--- src/dac_pipe_defines.vh ---
// Purpose: Constants for the segmented converter input pipeline.
// Assumes: Included by bare name from the pipeline top only.
// Notes: Widths and split points of the sample word.
`ifndef DAC_PIPE_DEFINES_VH
`define DAC_PIPE_DEFINES_VH
`define SAMPLE_WIDTH 10
`define UPPER_WIDTH 6
`define LOWER_WIDTH 4
`define UPPER_LINES 64
`define LOWER_LINES 16
`define UPPER_LSB 4
`define BUF_DEPTH 2
`endif

--- src/word_buffer.v ---
// Purpose: Two-entry buffer with valid and ready on both sides.
// Assumes: One clock, synchronous active-high reset.
// Notes: Full and empty are honest; a stalled drain fills it.
`timescale 1ns/1ns
module word_buffer #(
  parameter WIDTH = 10
) (
  // Clock and reset.
  input wire clk_sys,
  input wire reset,
  // Filling side.
  input wire in_valid,
  output wire in_ready,
  input wire [WIDTH-1:0] in_data,
  // Draining side.
  output wire out_valid,
  input wire out_ready,
  output wire [WIDTH-1:0] out_data
);
  reg [WIDTH-1:0] slot0;
  reg [WIDTH-1:0] slot1;
  reg [1:0] count;
  wire push;
  wire pop;

  // Handshakes follow the fill count.
  assign in_ready = (count != 2'h2);
  assign out_valid = (count != 2'h0);
  assign out_data = slot0;
  assign push = in_valid && in_ready;
  assign pop = out_valid && out_ready;

  // Slot 0 is the head; slot 1 holds the second word.
  always @(posedge clk_sys) begin
    if (reset) begin
      count <= 2'h0;
      slot0 <= {WIDTH{1'b0}};
      slot1 <= {WIDTH{1'b0}};
    end else begin
      if (push && !pop) begin
        count <= count + 2'h1;
      end else if (pop && !push) begin
        count <= count - 2'h1;
      end
      if (pop) begin
        if (count == 2'h2) begin
          slot0 <= slot1;
        end else if (push) begin
          slot0 <= in_data;
        end
        if (push && count == 2'h2) begin
          slot1 <= in_data;
        end
      end else if (push) begin
        if (count == 2'h0) begin
          slot0 <= in_data;
        end else begin
          slot1 <= in_data;
        end
      end
    end
  end
endmodule

--- src/segmented_dac_input_pipeline.v ---
// Purpose: Digital front end of a 10-bit segmented current-steering converter.
// Assumes: Sample source is on clk_sys; power_down_pin comes from a pin.
// Notes: Current outputs are modelled as unit-element counts summed over both segments.
`timescale 1ns/1ns
`include "dac_pipe_defines.vh"
// What this block does
// - Capture the sample word on a rising clock edge while sample_valid is high, ignore data otherwise.
// - Sample is ten bits, line 0 least significant, line 9 most.
// - Power-down is active high and has no pull-down; tie it low when unused.
// - Data passes an input stage and master-slave latch before decoding.
// - Split into six upper and four lower bits, each its own array.
// - Decode upper bits to 64 thermometer lines, lower bits to 16.
// - Register decoder outputs in a second latch bank driving the switches.
// - All ones gives full scale on true output; all zeros the reverse.
// - True output level never decreases as the input code increases.
// - While powered down both current outputs are forced to zero.
module segmented_dac_input_pipeline #(
  parameter SAMPLE_WIDTH = `SAMPLE_WIDTH
) (
  // Clock and reset.
  input wire clk_sys,
  input wire reset,
  // Sample source.
  input wire [`SAMPLE_WIDTH-1:0] sample_data_lines,
  input wire sample_valid,
  output wire sample_ready,
  // Power-down pin, one when sleeping; tie low when unused.
  input wire power_down_pin,
  // Switch select lines after the second latch bank.
  output reg [`UPPER_LINES-1:0] upper_select,
  output reg [`LOWER_LINES-1:0] lower_select,
  // Unit currents on each output, in LSB steps.
  output reg [`SAMPLE_WIDTH-1:0] true_current_output,
  output reg [`SAMPLE_WIDTH-1:0] complementary_current_output,
  output reg output_active
);
  reg pd_sync1;
  reg pd_sync2;
  reg [`SAMPLE_WIDTH-1:0] stage1_word;
  reg stage1_valid;
  wire buf_valid;
  wire [`SAMPLE_WIDTH-1:0] buf_word;
  wire [`UPPER_WIDTH-1:0] upper_code;
  wire [`LOWER_WIDTH-1:0] lower_code;
  reg [`UPPER_LINES-1:0] next_upper;
  reg [`LOWER_LINES-1:0] next_lower;
  reg [`SAMPLE_WIDTH-1:0] next_true;
  integer i;

  // Power-down pin is synchronised; reset state is awake, as a pin tied low.
  always @(posedge clk_sys) begin
    if (reset) begin
      pd_sync1 <= 1'b0;
      pd_sync2 <= 1'b0;
    end else begin
      pd_sync1 <= power_down_pin;
      pd_sync2 <= pd_sync1;
    end
  end

  // Input buffer stage; its drain is always ready, so it never holds more than one word.
  word_buffer #(
    .WIDTH(`SAMPLE_WIDTH)
  ) input_buffer (
    .clk_sys(clk_sys),
    .reset(reset),
    .in_valid(sample_valid),
    .in_ready(sample_ready),
    .in_data(sample_data_lines),
    .out_valid(buf_valid),
    .out_ready(1'b1),
    .out_data(buf_word)
  );

  // First latch bank takes the word only on a rising edge.
  always @(posedge clk_sys) begin
    if (reset) begin
      stage1_word <= {`SAMPLE_WIDTH{1'b0}};
      stage1_valid <= 1'b0;
    end else if (buf_valid) begin
      stage1_word <= buf_word;
      stage1_valid <= 1'b1;
    end
  end

  // Bit 0 is least significant; the top six bits form the upper segment.
  assign upper_code = stage1_word[`SAMPLE_WIDTH-1:`UPPER_LSB];
  assign lower_code = stage1_word[`UPPER_LSB-1:0];

  // Thermometer decoders: line k on when the segment code exceeds k.
  always @* begin
    next_upper = {`UPPER_LINES{1'b0}};
    next_lower = {`LOWER_LINES{1'b0}};
    for (i = 0; i < `UPPER_LINES; i = i + 1) begin
      next_upper[i] = ({26'h0, upper_code} > i);
    end
    for (i = 0; i < `LOWER_LINES; i = i + 1) begin
      next_lower[i] = ({28'h0, lower_code} > i);
    end
  end

  // Upper elements weigh sixteen units, lower ones one unit each.
  always @* begin
    next_true = {upper_code, lower_code};
  end

  // Second latch bank drives the switches and the output currents.
  always @(posedge clk_sys) begin
    if (reset) begin
      upper_select <= {`UPPER_LINES{1'b0}};
      lower_select <= {`LOWER_LINES{1'b0}};
      true_current_output <= {`SAMPLE_WIDTH{1'b0}};
      complementary_current_output <= {`SAMPLE_WIDTH{1'b0}};
      output_active <= 1'b0;
    end else if (pd_sync2) begin
      // Sleep forces both outputs to zero whatever the data.
      upper_select <= {`UPPER_LINES{1'b0}};
      lower_select <= {`LOWER_LINES{1'b0}};
      true_current_output <= {`SAMPLE_WIDTH{1'b0}};
      complementary_current_output <= {`SAMPLE_WIDTH{1'b0}};
      output_active <= 1'b0;
    end else begin
      upper_select <= next_upper;
      lower_select <= next_lower;
      true_current_output <= next_true;
      complementary_current_output <= ~next_true; // Complement sums to full scale.
      output_active <= stage1_valid;
    end
  end
endmodule

--- config.mk ---
export PLATFORM = sky130hd
export DESIGN_NAME = segmented_dac_input_pipeline
export DESIGN_NICKNAME = d
export VERILOG_FILES = /design/src/word_buffer.v /design/src/segmented_dac_input_pipeline.v
export VERILOG_INCLUDE_DIRS = /design/src
export SDC_FILE = /design/constraint.sdc
export NUM_CORES = 1
export LEC_CHECK = 0
export ABC_AREA = 1
export BUFFER_PORTS_ARGS = -buffer_cell sky130_fd_sc_hd__buf_2
export CORE_ASPECT_RATIO = 0.7
export CORE_MARGIN = 4
export CORE_UTILIZATION = 55
export DETAILED_ROUTE_END_ITERATION = 6
export PLACE_DENSITY = 0.94
export RECOVER_POWER = 100
export SLEW_MARGIN = 20
export SYNTH_ARGS = -nofsm -noshare
export SYNTH_HDL_FRONTEND = slang
export SYNTH_SLANG_ARGS = --single-unit
--- constraint.sdc ---
create_clock -name clk_sys -period 2.7 [get_ports clk_sys]
set_clock_uncertainty 0.15 [all_clocks]
set_input_delay 0.27 -clock clk_sys [delete_from_list [all_inputs] [get_ports clk_sys]]
set_output_delay 0.27 -clock clk_sys [all_outputs]
set_load 0.03 [all_outputs]
# Word-level counts from Yosys, hierarchy flattened

Cells that the tools add are included.

Input port bits: 14
Output and inout bits: 102
Register bits: 136
Logic and storage cells: 125

Reductions and logical operators: 15
$add $sub $neg: 2
Magnitude comparators: 78
Equal/unequal tests: 4
Multiplexer cells: 11
Bitwise logic cells: 1

Operator list:

| cell                  | count |
|---|---|
| $gt A6 B6 Y1 const B  | 31 |
| $gt A6 B5 Y1 const B  | 16 |
| $mux W10              | 9 |
| $gt A6 B4 Y1 const B  | 8 |
| $gt A4 B4 Y1 const B  | 7 |
| $gt A6 B3 Y1 const B  | 4 |
| $gt A4 B3 Y1 const B  | 4 |
| $gt A6 B1 Y1 const B  | 2 |
| $gt A6 B2 Y1 const B  | 2 |
| $not A10 Y10          | 1 |
| $reduce_bool A2 Y1    | 5 |
| $gt A4 B1 Y1 const B  | 2 |
| $gt A4 B2 Y1 const B  | 2 |
| $reduce_and A3 Y1     | 2 |
| $logic_and A1 B1 Y1   | 4 |
| $mux W2               | 2 |
| $ne A2 B2 Y1 const B  | 2 |
| $add A2 B1 Y2 const B | 1 |
| $eq A2 B2 Y1 const B  | 1 |
| $logic_not A1 Y1      | 2 |
| $logic_not A2 Y1      | 1 |
| $ne A2 B1 Y1 const B  | 1 |
| $reduce_or A2 Y1      | 1 |
| $sub A2 B1 Y2 const B | 1 |

# Longest topological paths before layout

Gate-level depths: netlist of the first run.

Depth after elaboration: 6
Gate-level depth with buffers: 11
Mapped depth without buffers: 10

# Modules after synthesis

Synthesis of the first run repeated with hierarchy kept, for this count alone.

Cells, all modules: 539
Area, all modules: 4560.6 um^2

Modules (own cells, without submodules):

| module                       | cells each | sequential area each (um^2) | area an instance (um^2) | instances |
|---|---|---|---|---|
| segmented_dac_input_pipeline | 380        | 2242.2                      | 3523.4                  | 1 |
| word_buffer                  | 159        | 440.4                       | 1037.2                  | 1 |

# Least setup slack after synthesis of the first run

Ideal clock, no wire load.

Path type: register -> register
From: reg input_buffer.count[1]
To: reg input_buffer.count[1]
Required time: 2.437 ns
Setup time: 0.113 ns
Setup slack: 1.140 ns
Cell stages (with the launch flop): 8
Path buffers: 1
Period minus slack after synthesis: 1.560 ns
Data arrival time: 1.297 ns
Cells stage by stage: dfxtp_1 > nor2_1 > clkbuf_1 > ha_1 > inv_1 > nand3_1 > nor2_1 > nor2_1

Cells in the longest elaborated chain, start to end: 5
Elaborated cells on any way between the ends: 12
Those cells by class: add/sub (2); eq/ne (1); mux (2); reduce/logical (7)

RTL lines:

| what                                                  | RTL line         | text |
|---|---|---|
| start, declared                                       | word_buffer.v:22 | `reg [1:0] count;` |
| start signal, assigned                                | word_buffer.v:41 | `count <= count + 2'h1;` |
| start signal, assigned                                | word_buffer.v:43 | `count <= count - 2'h1;` |
| branches (longest 5 deep; another with $sub A2 B1 Y2) | --               |  |

Parallel ways; which one is timed is not known. The select of a mux whose other input is x is not followed.
A chain may end at the register's enable or synchronous reset.

# Worst setup path in the final report of the first run

From: reg input_buffer.count[0]
To: out sample_ready

Cells in the longest elaborated chain, start to end: 1

RTL lines:

| what          | RTL line                          | text |
|---|---|---|
| $ne A2 B2 Y1  | word_buffer.v:27                  | `assign in_ready = (count != 2'h2);` |
| end, declared | segmented_dac_input_pipeline.v:26 | `output wire sample_ready,` |

Every way passes these cells.

==> flow_summary.toml, run 1 <==
[cells_and_area]
layout.nets = 638
drive_gt1_frac = 0.101
fillers = 547
syn2layout_area_growth_pct = 26.2
finalNonFillerCells = 733
design_area_um2 = 5440
diodes = 0

[placement]
post_dp_cell_area_um2 = 4910
post-place-ws_ns = 0.774
routabilityCongestion = 0.932
port-buffer-count = 113
hpwl_mm = 7.87
dp.cells = 692

[route]
drtPass1Iterations = 5
vias = 3893
wl_per_cell_um = 16.6
drt_wl_total_mm = 12.2
viasPerCell = 5.31
drc = 0
initialDrtViolationCount = 486
final_antenna_net_count = 0

[timing]
rsz0062_at_grt = "false"
setup_ws_ns = 0.344
finalMaxSlewViolations = 0
tns_ns = 0
fmax_mhz = 424
setup_violations = 0
fin_crit_sh = 0.872
tightestPinTransition_ns = 0.855
maxSlewHeadroom = 0.430
hold_violations = 0
fin_crit_ns = 2.36

[floorplan]
die_area_um2 = 9340
rows = 26
die_h_um = 82.1
core_um2 = 7450
pin_count = 116
initial_core_util = 0.579
dieWidth_um = 114

[yosys]
avgSynthCellArea_um2 = 8.66
synth-async-reset-ratio = 0
ys_top_cells_by_area = "dfxtp_1 62%, nand2_1 7.2%, nor2_1 5.7%"
synthCells = 498
synthTopCellsByCount = "134 x dfxtp_1, 83 x nand2_1, 66 x nor2_1"
yosysMostFrequentCell = "dfxtp_1"
synth_area_um2 = 4310
synthFlopType = "dfxtp_1"
yosys.area.top_type = "dfxtp_1"
ys_seq_area_frac = 0.622
ys_seq_elements = 134
ys_types = 28
yosys_warnings = 0
synth_top_area_share = 0.622
synth_edf_count = 0

[clocking]
cts_num_sinks = 134
clk_path_buf_depth = 2
clockRootBuffer = "clkbuf_8"
post-cts-setup-buffers = 0
cts-resized-gates = 0
cts_buffers = 17
clk_pin_slew_ns = 0.06
cts_hold_buf = 10
cts_tree = "yes"
cts_max_level = 4
clk_latency_ns = 0.53

[setup_path]
crit_type = "flop to primary output"
startpoint_type = "flop"
end_kind = "primary output"
r2r_slack_ns = 0.62
critPathRequiredTime_ns = 2.28
crit_path_start = "input_buffer.count[0]$_SDFFE_PP0P_"
ff2ff_path_depth = 10
cp-endpoint = "sample_ready"
regToRegEndpoint = "input_buffer.count[1]$_SDFFE_PP0P_"
worstPathArrival_ns = 1.94
r2r_start = "input_buffer.count[1]$_SDFFE_PP0P_"
critPathMaxFanout = 21

[pwr]
vdd_drop_max_v = 0.000744
p_int_uw = 4200
switchingPower_uw = 2870
power-per-cell-area_nw_per_um2 = 1300
power_frac_comb = 0.304
pwr-share-seq = 0.385
power.leakage_uw = 0.00245
switching_share = 0.406
power.total_uw = 7070
power_frac_clock = 0.311

[grt]
grt_pass1_wl_mm = 18.9
antenna_found_initial = 0
gr-total-overflow = 0
grt_pass1_vias = 3820
grt_util_all_layers = 0.265
grt_max_degree = 31

[job]
max_cap_violations = 0

[status]
status = "finished, final reports clean"

[hold_path]
hold_class = "input port to flop"
[worst min path at each step]
| stage | startpoint | endpoint | slack [ns] | cells after the start |
|---|---|---|---|---|
| global route | sample_data_lines[2] | input_buffer.out_data[2]$_SDFFE_PP0P_ | 0.06 | 5 |
| finish | sample_data_lines[2] | input_buffer.out_data[2]$_SDFFE_PP0P_ | 0.04 | 5 |
| CTS | sample_data_lines[2] | input_buffer.out_data[2]$_SDFFE_PP0P_ | 0.02 | 5 |
| global placement | pd_sync1$_SDFF_PP0_ | pd_sync2$_SDFF_PP0_ | 0.24 | 2 |
| detailed placement | pd_sync1$_SDFF_PP0_ | pd_sync2$_SDFF_PP0_ | 0.24 | 2 |
| floorplan | reset | stage1_valid$_SDFFE_PP0N_ | 0.19 | 1 |
[registers in the layout, summed over array words and instances (netlist names)]
name,flops
input_buffer.count,2
next_true,10
stage1_valid,1
input_buffer.slot1,10
complementary_current_output,10
upper_select,63
lower_select,15
pd_sync1,1
output_active,1
input_buffer.out_data,10
pd_sync2,1
true_current_output,10
[metrics by stage]
step	utilization	hold slack, ns
2_1_floorplan	-	0.189
3_3_place_gp	0.660	0.241
3_5_place_dp	0.660	0.245
4_1_cts	0.750	0.0160
5_1_grt	0.730	0.0561
6_report	0.730	0.0359
[power groups by stage]
stage                     Combinational [µW]  Clock, µW  Sequential (µW)
final                                   2150       2200             2730
after global routing                    2300       2300             2760
after CTS                               2230       2190             2700
after detailed placement                2160          0             2720
after global placement                  2090          0             2690
after floorplan                          985          0             3250
[final cells by class]
type / count / area (µm²) / area share
flip-flops and latches: 134 / 2680 / 0.493
multi-input cells: 274 / 1240 / 0.229
repair buffers: 127 / 557 / 0.102
clock buffers: 19 / 442 / 0.0812
inverters: 69 / 262 / 0.0481
clock inverters: 12 / 129 / 0.0237
well taps: 98 / 123 / 0.0225
[worst max-delay path, cell delays in order (launching register included)]
cell and delay [ns]:
dfxtp_1 0.42, inv_1 0.12, nand2_1 0.50, clkbuf_1 0.37
[cell families (layout without fill, tap and decap cells)]
logic type                 Yosys count  count (layout)  share of synthesized area
adders and majority gates            1               1                    0.00290
buffers and inverters               91             227                     0.0882
other                                1               2                   0.000870
and+or+nand+nor                    203             203                      0.204
DFF                                134             134                      0.622
AOI/OAI and AO/OA                   68              68                     0.0819
[layout by cell type (no fill, tap or decap), types with 2 or more instances in the layout]
cell type,count
nand2_2,5
clkbuf_16,16
clkinvlp_4,3
nor2_4,4
a31oi_1,2
o21ai_0,21
clkinv_2,4
bufinv_16,2
clkbuf_8,3
buf_2,13
a21oi_1,40
inv_2,6
nand4_1,2
inv_1,61
dfxtp_1,134
nor2_1,69
clkinv_4,2
nor3_1,4
nand2_1,83
nor2_2,2
conb_1,2
dlygate4sd3_1,10
clkbuf_1,103
nand3_1,32
[per-layer routing]
metal	part of all wire	track usage	wire, µm	vias up
li1	-	-	-	1788
met1	0.41	0.322	4960	1780
met2	0.46	0.441	5600	281
met3	0.11	0.0803	1370	44
met4	0.022	0.117	271	0
met5	0	0	0	-
(Power assumes the default switching activity.)
==> run 2, diff against run 1 <==
==> constraint.sdc (replaced) <==
create_clock -name clk_sys -period 2.7 [get_ports clk_sys]
set_clock_uncertainty 0.15 [all_clocks]
set_input_delay 0.405 -clock clk_sys [delete_from_list [all_inputs] [get_ports clk_sys]]
set_output_delay 0.405 -clock clk_sys [all_outputs]
set_load 0.03 [all_outputs]
==> run 2 against run 1 <==
Compared with the run above:
- combinational power about the same
- setup slack worse by 0.078 ns
- die area unchanged
- routed wire length down 6.1%
- sequential cell count unchanged
- critical endpoint unchanged
- largest cell class unchanged
- highest routed layer unchanged
==> flow_summary.toml, run 2 (synthesized netlist as in run 1, its figures left out) <==
[timing]
finalMaxSlewViolations = 0
fin_crit_ns = 2.43
fmax_mhz = 411
setup_violations = 0
rsz0062_at_grt = "false"
tns_ns = 0
maxSlewHeadroom = 0.403
fin_crit_sh = 0.901
tightestPinTransition_ns = 0.895
hold_violations = 0

[pwr]
p_int_uw = 4200
power.leakage_uw = 0.00242
power-per-cell-area_nw_per_um2 = 1320
power_frac_clock = 0.323
power_frac_comb = 0.298
switching_share = 0.410
vdd_drop_max_v = 0.000655
pwr-share-seq = 0.378
switchingPower_uw = 2920

[floorplan]
rows = 26
pin_count = 116
die_h_um = 82.1
die_area_um2 = 9340
core_um2 = 7450
initial_core_util = 0.579
dieWidth_um = 114

[placement]
routabilityCongestion = 0.932
port-buffer-count = 113
dp.cells = 692
hpwl_mm = 7.77

[grt]
gr-total-overflow = 0
grt_pass1_wl_mm = 17.9
grt_pass1_vias = 3644
grt_util_all_layers = 0.251
grt_max_degree = 26
antenna_found_initial = 0

[cells_and_area]
top_register = "upper_select"
diodes = 0
largest_reg_flops = 63
layout.nets = 629
drive_gt1_frac = 0.100
finalNonFillerCells = 725
final_cell_mix = "134 x dfxtp_1, 103 x clkbuf_1, 85 x nand2_1, 68 x nor2_1, 62 x inv_1"
syn2layout_area_growth_pct = 24.8
biggestRegsByFlops = "upper_select x63, lower_select x15"
final_common_cell = "dfxtp_1"

[route]
initialDrtViolationCount = 383
wl_per_cell_um = 15.8
final_antenna_net_count = 0
drc = 0
vias = 3778
viasPerCell = 5.21
drtPass1Iterations = 5
drt_wl_total_mm = 11.5

[clocking]
cts_buffers = 17
cts_num_sinks = 134
cts_hold_buf = 1
cts-resized-gates = 0
cts_tree = "yes"
clk_path_buf_depth = 2
clk_latency_ns = 0.52
post-cts-setup-buffers = 0
clk_pin_slew_ns = 0.06
clockRootBuffer = "clkbuf_8"
cts_max_level = 4

[setup_path]
startpoint_type = "flop"
end_kind = "primary output"
worstPathArrival_ns = 1.88
critPathMaxFanout = 21
crit_type = "flop to primary output"
critPathRequiredTime_ns = 2.14

[job]
max_cap_violations = 0

[status]
status = "finished, final reports clean"

[hold_path]
hold_class = "input port to flop"
==> run 2: changes by cell type in the layout (fill, tap and decap cells not counted), sizes merged <==
cell	change
clkinv	-2
clkbuf	-3
clkinvlp	-1
inv	+6
dlygate4sd3	-9
buf	+1
==> run 2: worst paths after layout <==
path,from,to,slack [ns],cells past startpoint
max,input_buffer.count[0]$_SDFFE_PP0P_,sample_ready,0.27,3
max reg2reg,input_buffer.count[0]$_SDFFE_PP0P_,input_buffer.count[1]$_SDFFE_PP0P_,0.59,8
min reg2reg,pd_sync1$_SDFF_PP0_,pd_sync2$_SDFF_PP0_,0.25,2
min,sample_data_lines[4],input_buffer.out_data[4]$_SDFFE_PP0P_,0.08,5
==> run 2: final cells by class <==
class,count,area (µm²)
flip-flops and latches,134,2680
inverters,69,262
well taps,98,123
repair buffers,118,472
multi-input cells,274,1240
fillers,583,2070
clock inverters,15,186
clock buffers,17,414
==> run 2: metrics by stage <==
| stage | utilization | instance area [µm²] | worst slack (ns) | total power, µW | hold WS [ns] |
|---|---|---|---|---|---|
| after global routing | 0.722 | 5380 | 0.156 | 7410 | 0.0677 |
| after CTS | 0.742 | 5520 | 0.329 | 7200 | 0.0518 |
| after floorplan | - | 4310 | 1.09 | 4240 | 0.238 |
| final | 0.722 | 5380 | 0.267 | 7110 | 0.0779 |
| after global placement | 0.660 | 4910 | 0.768 | 4790 | 0.242 |
| after detailed placement | 0.660 | 4910 | 0.722 | 4870 | 0.243 |
==> run 2: worst max-delay path: stages, from the launching register on <==
cell      delay [ns]
dfxtp_1         0.37
inv_1           0.10
nand2_1         0.50
clkbuf_1        0.37
==> run 2: power by group through the flow <==
stage	clock network (µW)	logic [µW]	registers, µW
5_1_grt	2400	2280	2730
3_3_place_gp	0	2090	2690
2_1_floorplan	0	985	3250
3_5_place_dp	0	2160	2710
4_1_cts	2310	2210	2670
6_report	2300	2120	2690
==> run 2: layer usage <==
layer | track usage | routed length [µm]
met4 | 0.108 | 246
met3 | 0.0891 | 1320
met5 | 0 | 0
met1 | 0.301 | 4640
met2 | 0.412 | 5250
